**config.mk**
```make
export PLATFORM = sky130hd
export DESIGN_NAME = gfc_pin_function
export DESIGN_NICKNAME = d
export VERILOG_FILES = /design/src/rtl/gfc_pkg.sv /design/src/rtl/gfc_pin_filter.sv /design/src/rtl/gfc_pin_function.sv
export VERILOG_INCLUDE_DIRS = /design/src /design/src/rtl
export SDC_FILE = /design/constraint.sdc
export NUM_CORES = 1
export LEC_CHECK = 0
export ABC_AREA = 1
export BUFFER_PORTS_ARGS = -buffer_cell sky130_fd_sc_hd__buf_4
export CORE_ASPECT_RATIO = 0.6
export CORE_MARGIN = 2
export CORE_UTILIZATION = 51
export DETAILED_ROUTE_END_ITERATION = 8
export GPL_TIMING_DRIVEN = 0
export HOLD_SLACK_MARGIN = 0.12
export PLACE_DENSITY = 0.78
export SLEW_MARGIN = 15
export SYNTH_ARGS = -nofsm -noshare
export SYNTH_HDL_FRONTEND = slang
export SYNTH_HIERARCHICAL = 1
export SYNTH_SLANG_ARGS = --single-unit
```
**constraint.sdc**
```tcl
create_clock -name sys_clk_i -period 1.6 [get_ports sys_clk_i]
set_input_delay 0.16 -clock sys_clk_i [delete_from_list [all_inputs] [get_ports sys_clk_i]]
set_output_delay 0.16 -clock sys_clk_i [all_outputs]
set_load 0.03 [all_outputs]
```
**src/rtl/gfc_map.svh**
```systemverilog
// Register offsets, field positions, reset values and timing counts for the pin function block
`ifndef GFC_MAP_SVH
`define GFC_MAP_SVH
`define GFC_PIN_CFG_ADDR       8'h24
`define GFC_DEV_MODE_ADDR      8'h25
`define GFC_STATUS_ADDR        8'h23
`define GFC_PIN_CFG_RESET      16'h0000
`define GFC_DEV_MODE_RESET     16'h0000
`define GFC_DEV_MODE_MASK      16'h2300
`define GFC_PIN_CFG_MASK       16'hBFFF
`define GFC_FILT_BIT           15
`define GFC_OE_BIT             13
`define GFC_OSEL_HI            12
`define GFC_OSEL_LO            9
`define GFC_CHSEL_HI           8
`define GFC_CHSEL_LO           5
`define GFC_IFUNC_HI           4
`define GFC_IFUNC_LO           1
`define GFC_IE_BIT             0
`define GFC_LPDIS_BIT          13
`define GFC_PACT_HI            9
`define GFC_PACT_LO            8
`define GFC_PFLAG_BIT          8
`define GFC_FILTER_NS          200
`define GFC_CLK_NS             25
`define GFC_FILTER_CYC         ((`GFC_FILTER_NS + `GFC_CLK_NS - 1) / `GFC_CLK_NS)
`endif

```
**src/rtl/gfc_pkg.sv**
```systemverilog
// Types shared by the pin function block
package gfc_pkg;
    typedef enum logic [3:0] {
        GFC_FN_SLEEP   = 4'h0,
        GFC_FN_FDUMP   = 4'h2,
        GFC_FN_IPWR    = 4'h3,
        GFC_FN_VPWR    = 4'h4,
        GFC_FN_PROT    = 4'h5,
        GFC_FN_CLEAR   = 4'h7,
        GFC_FN_LOAD    = 4'h8,
        GFC_FN_WAVE    = 4'h9,
        GFC_FN_MARGIN  = 4'hA,
        GFC_FN_RESET   = 4'hB,
        GFC_FN_NVMWP   = 4'hC,
        GFC_FN_LOCK    = 4'hD
    } gfc_func_e;

    typedef enum logic [1:0] {
        GFC_PS_IDLE  = 2'b00,
        GFC_PS_PREP  = 2'b01,
        GFC_PS_PDN   = 2'b11
    } gfc_prot_e;

    // Internal status feeding the output mux and the protect sequence
    typedef struct packed {
        logic memory_busy;
        logic ch1_busy;
        logic ch0_busy;
        logic window_compare_ch1;
        logic window_compare_ch0;
        logic prep_done;
    } gfc_status_s;

    // Per-channel one-cycle action pulses, index 0 = channel 0
    typedef struct packed {
        logic [1:0] ipwr_down;
        logic [1:0] ipwr_up;
        logic [1:0] vpwr_down;
        logic [1:0] vpwr_up;
        logic [1:0] load_output;
        logic [1:0] wave_stop;
        logic [1:0] wave_start;
        logic [1:0] margin_low;
        logic [1:0] margin_high;
    } gfc_chan_act_s;

    // Device-wide actions
    typedef struct packed {
        logic deep_sleep;
        logic fault_dump;
        logic clear_n;
        logic dev_reset;
        logic nvm_write_ok;
        logic reg_locked;
        logic prot_load_nvm;
        logic prot_margin_low;
        logic prot_margin_high;
        logic prot_hiz;
    } gfc_glob_act_s;
endpackage

```
**src/rtl/gfc_pin_filter.sv**
```systemverilog
// Two-flop synchroniser and optional glitch filter for the pin input
`timescale 1ns/1ps
module gfc_pin_filter
(
    // Clock and reset
    input  wire logic sys_clk_i,
    input  wire logic reset_i,
    // Pin and control
    input  wire logic pin_i,
    input  wire logic filter_enable_i,
    // Conditioned level
    output logic      level_o
);
`include "gfc_map.svh"
    localparam logic [7:0] FILT_CYC = 8'(`GFC_FILTER_CYC);

    logic       sync_a;
    logic       sync_b;
    logic [7:0] stable_cnt;
    logic       level;
    logic [7:0] next_stable_cnt;
    logic       next_level;

    // Filter: new level only after holding steady FILT_CYC cycles
    always_comb
    begin
        next_stable_cnt = 8'h00;
        next_level      = level;
        if (!filter_enable_i)
        begin
            next_level = sync_b;
        end
        else if (sync_b != level)
        begin
            next_stable_cnt = stable_cnt + 8'h01;
            if (stable_cnt + 8'h01 >= FILT_CYC)
            begin
                next_level      = sync_b;
                next_stable_cnt = 8'h00;
            end
        end
    end

    // Synchroniser and filter state; pin idles high
    always_ff @(posedge sys_clk_i)
    begin
        if (reset_i)
        begin
            sync_a     <= 1'b1;
            sync_b     <= 1'b1;
            stable_cnt <= 8'h00;
            level      <= 1'b1;
        end
        else
        begin
            sync_a     <= pin_i;
            sync_b     <= sync_a;
            stable_cnt <= next_stable_cnt;
            level      <= next_level;
        end
    end

    assign level_o = level;
endmodule

```
**src/rtl/gfc_pin_function.sv**
```systemverilog
// Multi-function pin: configuration registers, output status mux and input actions
`timescale 1ns/1ps
module gfc_pin_function
(
    // Clock and reset
    input  wire logic                   sys_clk_i,
    input  wire logic                   reset_i,
    // Register port: 8-bit address, 16-bit data
    input  wire logic [7:0]             reg_addr_i,
    input  wire logic                   reg_wr_i,
    input  wire logic                   reg_rd_i,
    input  wire logic [15:0]            reg_wdata_i,
    input  wire logic                   unlock_field_wr_i,
    input  wire logic                   nvm_cfg_valid_i,
    input  wire logic [15:0]            nvm_pin_cfg_i,
    output logic [15:0]                 reg_rdata_o,
    // Device status
    input  wire gfc_pkg::gfc_status_s   status_i,
    // Pin
    input  wire logic                   pin_i,
    output logic                        pin_o,
    output logic                        pin_oe_o,
    // Actions
    output gfc_pkg::gfc_chan_act_s      chan_act_o,
    output gfc_pkg::gfc_glob_act_s      glob_act_o,
    output logic                        low_power_disable_o
);
    import gfc_pkg::*;
`include "gfc_map.svh"

    logic [15:0]   pin_cfg;
    logic [15:0]   dev_mode;
    logic          lvl_q;
    logic          prot_flag;
    gfc_prot_e     prot_st;
    gfc_chan_act_s chan_act;
    gfc_glob_act_s glob_act;
    logic [15:0]   rdata;
    logic          pin_out;
    logic          pin_oe;

    logic [15:0]   next_pin_cfg;
    logic [15:0]   next_dev_mode;
    logic          next_prot_flag;
    gfc_prot_e     next_prot_st;
    gfc_chan_act_s next_chan_act;
    gfc_glob_act_s next_glob_act;
    logic [15:0]   next_rdata;
    logic          next_pin_out;
    logic          next_pin_oe;

    logic          lvl;
    logic          fall;
    logic          rise;
    logic [3:0]    func;
    logic [1:0]    ch_en;
    logic          prot_trig;
    logic          wr_ok;

    gfc_pin_filter u_filter
    (
        .sys_clk_i       (sys_clk_i),
        .reset_i         (reset_i),
        .pin_i           (pin_i),
        .filter_enable_i (pin_cfg[`GFC_FILT_BIT]),
        .level_o         (lvl)
    );

    // Edge detection on the conditioned level, gated by input enable
    assign fall  = pin_cfg[`GFC_IE_BIT] && lvl_q && !lvl;
    assign rise  = pin_cfg[`GFC_IE_BIT] && !lvl_q && lvl;
    assign func  = pin_cfg[`GFC_IFUNC_HI:`GFC_IFUNC_LO];
    // Field bit 3 steers channel 0, bit 0 channel 1
    assign ch_en = {pin_cfg[`GFC_CHSEL_LO], pin_cfg[`GFC_CHSEL_HI]};
    assign prot_trig = fall && (func == GFC_FN_PROT);
    // Writes blocked while locked, except the unlock field
    assign wr_ok = reg_wr_i && !glob_act.reg_locked;

    // Register writes and read data
    always_comb
    begin
        next_pin_cfg  = pin_cfg;
        next_dev_mode = dev_mode;
        next_rdata    = 16'h0000;
        if (wr_ok && reg_addr_i == `GFC_PIN_CFG_ADDR)
        begin
            next_pin_cfg = reg_wdata_i & `GFC_PIN_CFG_MASK;
        end
        if (wr_ok && reg_addr_i == `GFC_DEV_MODE_ADDR)
        begin
            next_dev_mode = reg_wdata_i & `GFC_DEV_MODE_MASK;
        end
        if (reg_rd_i)
        begin
            unique case (reg_addr_i)
                `GFC_PIN_CFG_ADDR:  next_rdata = pin_cfg;
                `GFC_DEV_MODE_ADDR: next_rdata = dev_mode;
                `GFC_STATUS_ADDR:   next_rdata = 16'(prot_flag) << `GFC_PFLAG_BIT;
                default:            next_rdata = 16'h0000;
            endcase
        end
    end

    // Protect sequence and sticky flag; hardware set wins over read clear
    always_comb
    begin
        next_prot_st   = prot_st;
        next_prot_flag = prot_flag;
        if (reg_rd_i && reg_addr_i == `GFC_STATUS_ADDR)
        begin
            next_prot_flag = 1'b0;
        end
        unique case (prot_st)
            GFC_PS_IDLE:
            begin
                if (prot_trig)
                begin
                    next_prot_st = (dev_mode[`GFC_PACT_HI:`GFC_PACT_LO] == 2'b00) ? GFC_PS_PDN : GFC_PS_PREP;
                end
            end
            GFC_PS_PREP:
            begin
                if (status_i.prep_done)
                begin
                    next_prot_st = GFC_PS_PDN;
                end
            end
            GFC_PS_PDN:
            begin
                next_prot_st = GFC_PS_PDN;                      // held until reset
            end
            default:
            begin
                next_prot_st = GFC_PS_IDLE;
            end
        endcase
        if (prot_trig || prot_st != GFC_PS_IDLE)
        begin
            next_prot_flag = 1'b1;
        end
    end

    // Action generation from input function code
    always_comb
    begin
        next_chan_act = '0;
        next_glob_act = glob_act;
        next_glob_act.fault_dump = 1'b0;
        next_glob_act.clear_n    = 1'b1;
        unique case (func)
            GFC_FN_SLEEP:
            begin
                if (fall) next_glob_act.deep_sleep = 1'b1;
                if (rise) next_glob_act.deep_sleep = 1'b0;
            end
            GFC_FN_FDUMP:  next_glob_act.fault_dump = fall;
            GFC_FN_IPWR:
            begin
                next_chan_act.ipwr_down = {2{fall}} & ch_en;
                next_chan_act.ipwr_up   = {2{rise}} & ch_en;
            end
            GFC_FN_VPWR:
            begin
                next_chan_act.vpwr_down = {2{fall}} & ch_en;
                next_chan_act.vpwr_up   = {2{rise}} & ch_en;
            end
            GFC_FN_CLEAR:  next_glob_act.clear_n = !(pin_cfg[`GFC_IE_BIT] && !lvl);
            GFC_FN_LOAD:   next_chan_act.load_output = {2{fall}} & ch_en;
            GFC_FN_WAVE:
            begin
                next_chan_act.wave_stop  = {2{fall}} & ch_en;
                next_chan_act.wave_start = {2{rise}} & ch_en;
            end
            GFC_FN_MARGIN:
            begin
                next_chan_act.margin_low  = {2{fall}} & ch_en;
                next_chan_act.margin_high = {2{rise}} & ch_en;
            end
            GFC_FN_RESET:
            begin
                if (fall) next_glob_act.dev_reset = 1'b1;
                if (rise) next_glob_act.dev_reset = 1'b0;
            end
            GFC_FN_NVMWP:
            begin
                if (fall) next_glob_act.nvm_write_ok = 1'b1;
                if (rise) next_glob_act.nvm_write_ok = 1'b0;
            end
            GFC_FN_LOCK:
            begin
                if (fall) next_glob_act.reg_locked = 1'b0;
                if (rise) next_glob_act.reg_locked = 1'b1;
            end
            default:       next_chan_act = '0;
        endcase
        if (unlock_field_wr_i)
        begin
            next_glob_act.reg_locked = 1'b0;
        end
        next_glob_act.prot_load_nvm    = (next_prot_st == GFC_PS_PREP) && (dev_mode[9:8] == 2'b01);
        next_glob_act.prot_margin_low  = (next_prot_st == GFC_PS_PREP) && (dev_mode[9:8] == 2'b10);
        next_glob_act.prot_margin_high = (next_prot_st == GFC_PS_PREP) && (dev_mode[9:8] == 2'b11);
        next_glob_act.prot_hiz         = (next_prot_st == GFC_PS_PDN);
    end

    // Output mux; unassigned codes drive low
    always_comb
    begin
        next_pin_oe  = pin_cfg[`GFC_OE_BIT];
        next_pin_out = 1'b0;
        unique case (pin_cfg[`GFC_OSEL_HI:`GFC_OSEL_LO])
            4'h1:    next_pin_out = status_i.memory_busy;
            4'h4:    next_pin_out = status_i.ch1_busy;
            4'h7:    next_pin_out = status_i.ch0_busy;
            4'h8:    next_pin_out = status_i.window_compare_ch1;
            4'hB:    next_pin_out = status_i.window_compare_ch0;
            default: next_pin_out = 1'b0;
        endcase
    end

    // State registers; a pin reset reloads the stored config from memory
    always_ff @(posedge sys_clk_i)
    begin
        if (reset_i)
        begin
            pin_cfg   <= `GFC_PIN_CFG_RESET;
            dev_mode  <= `GFC_DEV_MODE_RESET;
            lvl_q     <= 1'b1;
            prot_flag <= 1'b0;
            prot_st   <= GFC_PS_IDLE;
            chan_act  <= '0;
            glob_act  <= '{clear_n: 1'b1, default: 1'b0};
            rdata     <= 16'h0000;
            pin_out   <= 1'b0;
            pin_oe    <= 1'b0;
        end
        else if (glob_act.dev_reset)
        begin
            // Pin reset: only a stored configuration survives
            pin_cfg   <= nvm_cfg_valid_i ? (nvm_pin_cfg_i & `GFC_PIN_CFG_MASK) : `GFC_PIN_CFG_RESET;
            dev_mode  <= `GFC_DEV_MODE_RESET;
            lvl_q     <= lvl;
            prot_st   <= GFC_PS_IDLE;
            prot_flag <= 1'b0;
            chan_act  <= '0;
            glob_act  <= '{clear_n: 1'b1, dev_reset: !rise, default: 1'b0};
            rdata     <= 16'h0000;
            pin_out   <= 1'b0;
            pin_oe    <= 1'b0;
        end
        else
        begin
            pin_cfg   <= next_pin_cfg;
            dev_mode  <= next_dev_mode;
            lvl_q     <= lvl;
            prot_flag <= next_prot_flag;
            prot_st   <= next_prot_st;
            chan_act  <= next_chan_act;
            glob_act  <= next_glob_act;
            rdata     <= next_rdata;
            pin_out   <= next_pin_out;
            pin_oe    <= next_pin_oe;
        end
    end

    assign reg_rdata_o         = rdata;
    assign pin_o               = pin_out;
    assign pin_oe_o            = pin_oe;
    assign chan_act_o          = chan_act;
    assign glob_act_o          = glob_act;
    assign low_power_disable_o = dev_mode[`GFC_LPDIS_BIT];
endmodule

```
# == Word-level counts from Yosys, hierarchy flattened ==
# Cells that the tools add are included.
# totals
register_bits,80
inputBits,53
out_inout_bits,47
wordCells,140
# op_classes
addsub,1
order_cmp,1
eq_ne,29
mux,25
bitwise,12
reduce_logical,41
# op_table
operator,count
2-to-1 mux 16 bit,3
case mux 16 bit (3 select lines),1
"== test 4 bit, second input constant",8
OR reduction 3 bit,9
"== test 8 x 6 -> 1 bit, second input constant",3
"== test 4 x 3 -> 1 bit, second input constant",5
2-to-1 mux 1 bit,15
logical AND 1 bit,13
inverter 1 bit,10
"adder 8 x 1 -> 8 bit, second input constant",1
"== test 2 bit, second input constant",4
"== test 4 x 2 -> 1 bit, second input constant",2
"greater-or-equal comparator 8 x 4 -> 1 bit, second input constant",1
AND reduction 2 bit,4
nonzero test 2 bit,4
2-to-1 mux 7 bit,1
"== test 2 x 1 -> 1 bit, second input constant",3
2-to-1 mux 2 bit,3
case mux 2 bit (3 select lines),1
logical NOT 1 bit,5
case mux 1 bit (5 select lines),1
AND 2 bit,2
"== test 4 x 1 -> 1 bit, second input constant",1
logical NOT 2 bit,2
other kinds (6),7

# == Logic depth before layout (Yosys ltp) ==
# Gate-level depths: netlist of the first run.
# logic_depth
word_depth,8
ltp_mapped,9
mapped_depth_nobuf,9

# == Cells and area by module ==
# The synthesis of the first run kept the hierarchy.
# modules_own_cells
module,n_inst,cells_per_inst,area_each_um2,seq_area_each_um2
gfc_pin_function,1,378,2806.4,1341.3
gfc_pin_filter,1,63,495.5,220.2

# == Worst setup path after synthesis of the first run ==
# No wires, ideal clock.
# synth_path
path_type,register to register
from,"reg glob_act, in the netlist glob_act_o[6]"
to,reg pin_cfg[0]
setup_ns,0.115
t_arrival_ns,1.226
required_time_ns,1.485
path_slack_ns,0.259
path_stages_with_launch,8
path_buffers,2
period_less_slack_ns,1.341
cell_sequence,dfxtp_1 buf_6 inv_2 buf_2 nand2_1 nand2_1 a21oi_1 nor2_1
# synth_between
elab_chain_cells,1
word_cells_on_any_way,2
cone_classes,mux: 1; reduce/logical: 1
# synth_lines
item,line_no,source
start: declaration,gfc_pin_function.sv:37,gfc_glob_act_s glob_act;
start signal: assignment,gfc_pin_function.sv:259,glob_act <= next_glob_act;
2-to-1 mux 16 bit / nonzero test 2 bit (equally long branches),n/a,
end signal: assignment,gfc_pin_function.sv:226,pin_cfg <= `GFC_PIN_CFG_RESET;
end signal: assignment,gfc_pin_function.sv:240,pin_cfg <= nvm_cfg_valid_i ? (nvm_pin_cfg_i & `GFC_PIN_CFG_MASK) : `GFC_PIN_CFG_RESET;
end signal: assignment,gfc_pin_function.sv:253,pin_cfg <= next_pin_cfg;
end: declaration,gfc_pin_function.sv:31,logic [15:0] pin_cfg;
# Several ways; a longest one is shown, not always the timed one.
# A chain may end at the register's enable or synchronous reset.

# == Worst setup path in the final report of the first run ==
# layout_path
from,reg u_filter.stable_cnt[1]
to,"reg u_filter.level, in the netlist u_filter/level_o"
# layout_between
elab_chain_cells,4
# layout_lines
item,line_no,source
start: declaration,gfc_pin_filter.sv:19,logic [7:0] stable_cnt;
start signal: assignment,gfc_pin_filter.sv:58,stable_cnt <= next_stable_cnt;
adder 8 x 1 -> 8 bit,gfc_pin_filter.sv:36,if (stable_cnt + 8'h01 >= FILT_CYC)
greater-or-equal comparator 8 x 4 -> 1 bit,gfc_pin_filter.sv:36,
!= test 2 x 1 -> 1 bit (no line),n/a,
AND reduction 2 bit (no line),n/a,
end signal: assignment,gfc_pin_filter.sv:59,level <= next_level;
end: declaration,gfc_pin_filter.sv:20,logic level;
# No other way between the ends.

==> metrics.md, run 1 <==
| Metric | Value |
|---|---|
| Drt initial violations | 158 |
| Via count | 3248 |
| Status | completed |
| Setup-failing EPs final | 0 |
| GR Util met1 | 31.90% |
| Syn avg cell area | 7.487 sq um |
| Initial antenna violation count | 0 |
| CP endpoint kind | flip-flop |
| # rows | 22 |
| Die ar. | 7155 sq um |
| Layout cells sized above 1 | 28.77% |
| Synth warnings | 6 |
| Global Route met2 Usage | 38.76% |
| Top cell family by delay on the critical path | simple AND/OR/NAND/NOR gates |
| Max FO, Critical Path | 4 |
| Vias/cell | 5.020 |
| Vias in the first global route | 2980 |
| Area leader, netlist | dfxtp_1 |
| Worst VDD drop | 0.0004096 V |
| Most area-consuming cells after synthesis | dfxtp_1 (47%), nand2_1 (11%), nand3_1 (8.6%) |
| RSZ-0062 raised after global routing | no |
| Chip Width | 107.9 um |
| Core ar. | 6193 sq um |
| GRT met3 Usage | 5.714% |
| Hold Path Class | input pin to flip-flop |
| Element type at the critical path start | flip-flop |
| Mapped Area | 3302 sq um |
| Fin. max-slew vios | 0 |
| Final WL | 8.252 mm |
| IO buf count | 96 |
| Net Sw Power | 881.7 uW |
| First-pass GRT wire length | 13.24 mm |
| Tmin final | 1.451 ns |
| Largest net degree at the start of global routing | 16 |
| Register area share after synthesis | 47.29% |
| Detail Route Antenna Nets | 0 |
| Clk sinks | 78 |
| Buf/Inv on CP | 0 |
| Critical path's slowest cell | dfxtp_1 |
| Post-route setup TNS | 0 ns |
| CP required | 1.85 ns |
| Layout Area Growth over Synthesis | 33.46% |
| N_diodes | 0 |
| Max Fclk | 0.6890 GHz |
| Hold Violations, Final | 0 |
| Layer with the highest usage | met2 |
| Synthesis-stage register bit count | 78 |
| Routability congestion estimate | 0.8443 |
| WL/cell | 12.75 um |
| Top cell type's share of synthesized area | 47.29% |
| Max incr delay on CP | 0.40 ns |
| Logic pwr share | 6.3% |
| Distinct cells, synth | 30 |
| Setup CP Type | flip-flop to flip-flop |
| Internal power | 2816 uW |
| Tot Pwr | 3697 uW |
| R2R setup slack | 0.15 ns |
| Die Height | 66.33 um |
| Starting Density | 53.31% |
| H-tree Lvls | 3 |
| Final Cycle Share | 90.71% |
| Part of the power in registers | 53.0% |
| Global route overflow | 0 |
| Clk Latency, worst-skew pair | 0.35 ns |
| CP arrival | 1.70 ns |
| Clock Power Share | 40.7% |
| DRC | 0 |
| Switching Fraction | 23.85% |
| Clock-pin slew on the worst setup and hold paths | 0.08 ns |
| Most frequent cells in the layout | nand2_1 (100), buf_4 (98), dfxtp_1 (77), nor2_1 (60), nand3_1 (57) |
| HPWL Detailed | 6.253 mm |
| Max Root-Sink Buffers | 2 |
| P_leak | 0.002092 uW |
| Setup Skew | 0.004723 ns |
| P per Cell Area | 839.0 nW/um^2 |
| Nets | 613 |
| Root buffer cell | clkbuf_8 |
| I/O Pins | 100 |
| Max Cap Violations | 0 |
| Commonest non-fill, non-tap cell in the layout | nand2_1 |
| Cts bufs inserted | 9 |
| Pre-antenna DRT Iters | 5 |
| CP cell instances | ha_1 > nand3_2 > o21bai_1 > nand2_1 > nor2_4 > nand3_1 > nand2_1 > nand3_1 |
| Total GRT Usage | 24.34% |
| CTS tree | built |
| Syn Inst Count | 441 |
## Yosys cell counts
cell type,n
nand4_1,6
clkinv_1,1
nor3_1,3
nand3_1,57
inv_1,42
or2_2,2
conb_1,2
nor4_1,1
nor2_2,3
ha_1,2
nand4_2,1
nor2_1,60
clkbuf_1,2
dfxtp_1,78
nand3_2,6
nor2_4,4
inv_2,6
buf_2,10
buf_4,2
o21bai_1,1
o21ai_0,5
nand3b_1,2
nor4_4,1
a21oi_1,28
buf_6,2
nor3_2,10
o21ai_1,1
xnor2_1,1
nand2_2,2
nand2_1,100
## worst register-to-register path, delay by kind of cell, from the launching register on
kind | cells | cell delay [ns]
and+or+nand+nor | 6 | 0.55
DFF | 1 | 0.40
adders and majority gates | 1 | 0.25
AOI/OAI and AO/OA | 1 | 0.14
## stage by stage
step	instances	hold WS (ns)	instance area [sq um]	worst slack (ns)	util, %
floorplan	445	0.2291	3317	0.2589	-
global placement	625	0.3495	4143	0.2065	66.89
detailed placement	625	0.3697	4143	0.1215	66.89
CTS	647	0.1246	4405	0.1012	71.13
global route	647	0.1561	4407	0.01102	71.15
finish	647	0.1349	4407	0.1487	71.15
## power groups by stage
stage               logic, uW  clock network, uW  registers, uW
floorplan                96.6                  0           2000
detailed placement        221                  0           2000
CTS                       233               1530           1960
finish                    234               1500           1960
global placement          214                  0           2000
global route              256               1610           1960
## per-layer routing
layer / share of wire [%] / vias up
met2: 45 / 151
met5: 0 / -
met3: 9.3 / 18
met1: 44 / 1450
li1: - / 1629
met4: 1.9 / 0
## final timing paths
kind / from / to / cells past startpoint
worst max register to register: u_filter/stable_cnt[1] / u_filter/level_o / 8
worst min-delay path: reg_wdata_i[12] / pin_cfg[12] / 5
worst min register to register: u_filter/sync_a / u_filter/sync_b / 1
worst max-delay path: u_filter/stable_cnt[1] / u_filter/level_o / 8
## layout make-up
cell class / count / area (sq um)
clock buffer: 9 / 123.9
inverter: 49 / 183.9
clock inverter: 7 / 78.83
multi-input combinational: 302 / 1476
buffer: 16 / 95.09
timing repair buffer: 102 / 780.7
sequential: 78 / 1563
tap: 84 / 105.1
fill: 519 / 1787
## kinds of logic after synthesis
family / Yosys count / share of synthesized area [%]
adders and majority gates: 2 / 0.7577
xor gates and xnor gates: 1 / 0.2653
and+or+nand+nor: 258 / 37.63
AOI/OAI and AO/OA: 35 / 5.381
other: 2 / 0.2274
DFF: 78 / 47.29
buffers and inverters: 65 / 8.450
## sequential cells by signal, indices dropped and copies added (netlist names)
register,cells
u_filter/sync_a,1
pin_o,1
pin_oe_o,1
lvl_q,1
pin_cfg,15
reg_rdata_o,15
u_filter/level_o,1
u_filter/sync_b,1
prot_flag,1
dev_mode,3
glob_act_o,10
prot_st,2
chan_act_o,18
u_filter/stable_cnt,8
## what timing repair did
| item | in CTS | in global routing |
|---|---|---|
| hold buffers | 6 | 0 |
| gates resized for setup | 0 | 1 |
| setup endpoints to repair | 0 | 2 |
| endpoints found under the hold margin | 7 | 0 |
| buffers inserted | 0 | 0 |
Power figures use the tool's default switching activity.
==> run 2: changes to the inputs <==
- RECOVER_POWER: default -> 50
==> metrics.md, run 2 (synthesis results as in run 1) <==
| Metric | Value |
|---|---|
| Status | completed (unchanged) |
| Buf/Inv on CP | 4 (was 0) |
| P_leak | 0.001895 uW (was 0.002092 uW) |
| Hold_ws | 0.1319 ns (was 0.1349 ns) |
| Number of flip-flops in the largest register | 18 (unchanged) |
| CTS tree | built (unchanged) |
| Tmin final | 1.503 ns (was 1.451 ns) |
| Vias/cell | 5.034 (was 5.020) |
| Post-route setup TNS | 0 ns (unchanged) |
| Setup-failing EPs final | 0 (unchanged) |
| Cts bufs inserted | 9 (unchanged) |
| P per Cell Area | 875.1 nW/um^2 (was 839.0 nW/um^2) |
| Nets | 613 (unchanged) |
| Pre-antenna DRT Iters | 5 (unchanged) |
| N_diodes | 0 (unchanged) |
| CP endpoint kind | flip-flop (unchanged) |
| Slew headroom | 65.99% |
| CP most frequent cell | nor2_1 |
| DRC | 0 (unchanged) |
| Routability congestion estimate | 0.8443 (unchanged) |
| WL/cell | 12.84 um (was 12.75 um) |
| Drt initial violations | 166 (was 158) |
| Critical path's slowest cell | dlygate4sd3_1 (was dfxtp_1) |
| Die ar. | 7155 sq um (unchanged) |
| Die Height | 66.33 um (unchanged) |
| Register area | 1563 sq um (unchanged) |
| Worst reg2reg path startpoint | u_filter/stable_cnt[1] (unchanged) |
| HPWL Detailed | 6.253 mm (unchanged) |
| # rows | 22 (unchanged) |
| Hold Path Class | input pin to flip-flop (unchanged) |
| GRT met3 Usage | 5.714% (unchanged) |
| Critical Path Stages | 8 (unchanged) |
| Multi-input logic area | 1471 sq um (was 1476 sq um) |
| RSZ-0062 raised after global routing | no (unchanged) |
| Element type at the critical path start | input pin (was flip-flop) |
| Layout Area Growth over Synthesis | 28.04% (was 33.46%) |
| Max incr delay on CP | 0.54 ns (was 0.40 ns) |
| Starting Density | 53.31% (unchanged) |
| Via count | 3257 (was 3248) |
| Worst r2r dst | u_filter/level_o (unchanged) |
| Detail Route Antenna Nets | 0 (unchanged) |
| Final WL | 8.310 mm (was 8.252 mm) |
| Initial antenna violation count | 0 (unchanged) |
| Hold Violations, Final | 0 (unchanged) |
| Tot Pwr | 3700 uW (was 3697 uW) |
| Top cell family by delay on the critical path | buffers and inverters (was simple AND/OR/NAND/NOR gates) |
| Global Route met2 Usage | 38.76% (unchanged) |
| Max Fclk | 0.6652 GHz (was 0.6890 GHz) |
| CP cell instances | dlygate4sd3_1 > buf_4 > nor2_4 > inv_1 > clkbuf_1 > nor2_1 > nand2_1 > nor2_1 (was ha_1 > nand3_2 > o21bai_1 > nand2_1 > nor2_4 > nand3_1 > nand2_1 > nand3_1) |
| CP arrival | 1.80 ns (was 1.70 ns) |
| Layer with the highest usage | met2 (unchanged) |
| I/O Pins | 100 (unchanged) |
| Clk Latency, worst-skew pair | 0.35 ns (about the same) |
| Fin. max-slew vios | 0 (unchanged) |
| Chip Width | 107.9 um (unchanged) |
| Setup Skew | 0.006218 ns (was 0.004723 ns) |
| Most frequent cells in the layout | nand2_1 (100), dfxtp_1 (77), nor2_1 (60), nand3_1 (58), buf_4 (52) (was nand2_1 (100), buf_4 (98), dfxtp_1 (77), nor2_1 (60), nand3_1 (57)) |
| R2R setup slack | 0.15 ns (about the same) |
| Layout cells sized above 1 | 20.07% (was 28.77%) |
| GR Util met1 | 31.90% (unchanged) |
| Global route overflow | 0 (unchanged) |
| IO buf count | 96 (unchanged) |
| Vias in the first global route | 2980 (unchanged) |
| CP required | 1.90 ns (was 1.85 ns) |
| Clock-pin slew on the worst setup and hold paths | 0.08 ns (about the same) |
| CP Launch Point | reset_i (was u_filter/stable_cnt[1]) |
| First-pass GRT wire length | 13.24 mm (unchanged) |
| Max Root-Sink Buffers | 2 (unchanged) |
| Max Cap Violations | 0 (unchanged) |
| Commonest non-fill, non-tap cell in the layout | nand2_1 (unchanged) |
| Core ar. | 6193 sq um (unchanged) |
| Total GRT Usage | 24.34% (unchanged) |
| Setup CP Type | input pin to flip-flop (was flip-flop to flip-flop) |
| Max FO, Critical Path | 10 (was 4) |
| Worst VDD drop | 0.0004096 V (about the same) |
| Largest net degree at the start of global routing | 16 (unchanged) |
| Crit path to | glob_act_o[4] (was u_filter/level_o) |
| Final Cycle Share | 93.96% (was 90.71%) |
| Worst Max-Slew Pin Slew | 0.5102 ns |
| R2R cell count | 8 (unchanged) |
| Clk sinks | 78 (unchanged) |
| H-tree Lvls | 3 (unchanged) |
| Root buffer cell | clkbuf_8 (unchanged) |
| Fillers | 572 (was 519) |
-- run 2: cell count changes in the layout (fill, tap and decap cells not counted) --
cell      before  now
buf_2         10    9
buf_4         98   52
clkbuf_1       2   49
inv_1         42   43
inv_2          6    5
nand3_1       57   58
nand3_2        6    5
-- run 2: cell type report --
| class | instances | share of cell area, % |
|---|---|---|
| repair buffers | 102 | 14.38 |
| multi-input cells | 302 | 34.80 |
| plain buffers | 16 | 2.220 |
| clock buffers | 9 | 2.930 |
| clock inverters | 7 | 1.864 |
| well taps | 84 | 2.486 |
| flip-flops and latches | 78 | 36.96 |
| inverters | 49 | 4.350 |
-- run 2: power breakdown --
part	total, uW	switching, uW	internal, uW	leakage, uW
registers	1960	8.42	1950	0.000631
logic	233	110	123	0.00116
clock network	1510	766	742	0.000105
-- run 2: repair_timing --
action / 4_1_cts / 5_1_grt
endpoints found under the hold margin: 7 / 0
buffers inserted: 0 / 0
resized for setup: 0 / 1
hold buffers: 6 / 0
setup endpoints to repair: 0 / 2
-- run 2: worst min-delay path: stages --
cell and delay, ns:
buf_4 0.08, nand2_1 0.05, nand2_1 0.06, a21oi_1 0.03, nor2_1 0.08
-- run 2: through the flow --
stage                     cells  cell area [sq um]  utilization, %  setup slack (ns)
after floorplan             445               3317               -            0.2589
after global placement      625               4143           66.89            0.2065
after detailed placement    625               4143           66.89            0.1215
after CTS                   647               4405           71.13            0.1012
after global routing        647               4228           68.26           0.01102
final                       647               4228           68.26           0.09662
-- run 2: how the worst min path moves through the flow --
stage / slack, ns / cells past startpoint / from / endpoint
after floorplan: 0.23 / 1 / reset_i / glob_act_o[6]
after global placement: 0.35 / 2 / pin_i / u_filter/sync_a
after detailed placement: 0.37 / 2 / pin_i / u_filter/sync_a
after CTS: 0.12 / 5 / reg_wdata_i[12] / pin_cfg[12]
after global routing: 0.16 / 5 / reg_wdata_i[12] / pin_cfg[12]
final: 0.13 / 5 / reg_wdata_i[12] / pin_cfg[12]
-- run 2: layer usage --
metal / vias up / share of wire [%]
li1: 1629 / -
met1: 1464 / 45
met2: 146 / 45
met3: 18 / 9.3
met4: 0 / 1.5
met5: - / 0
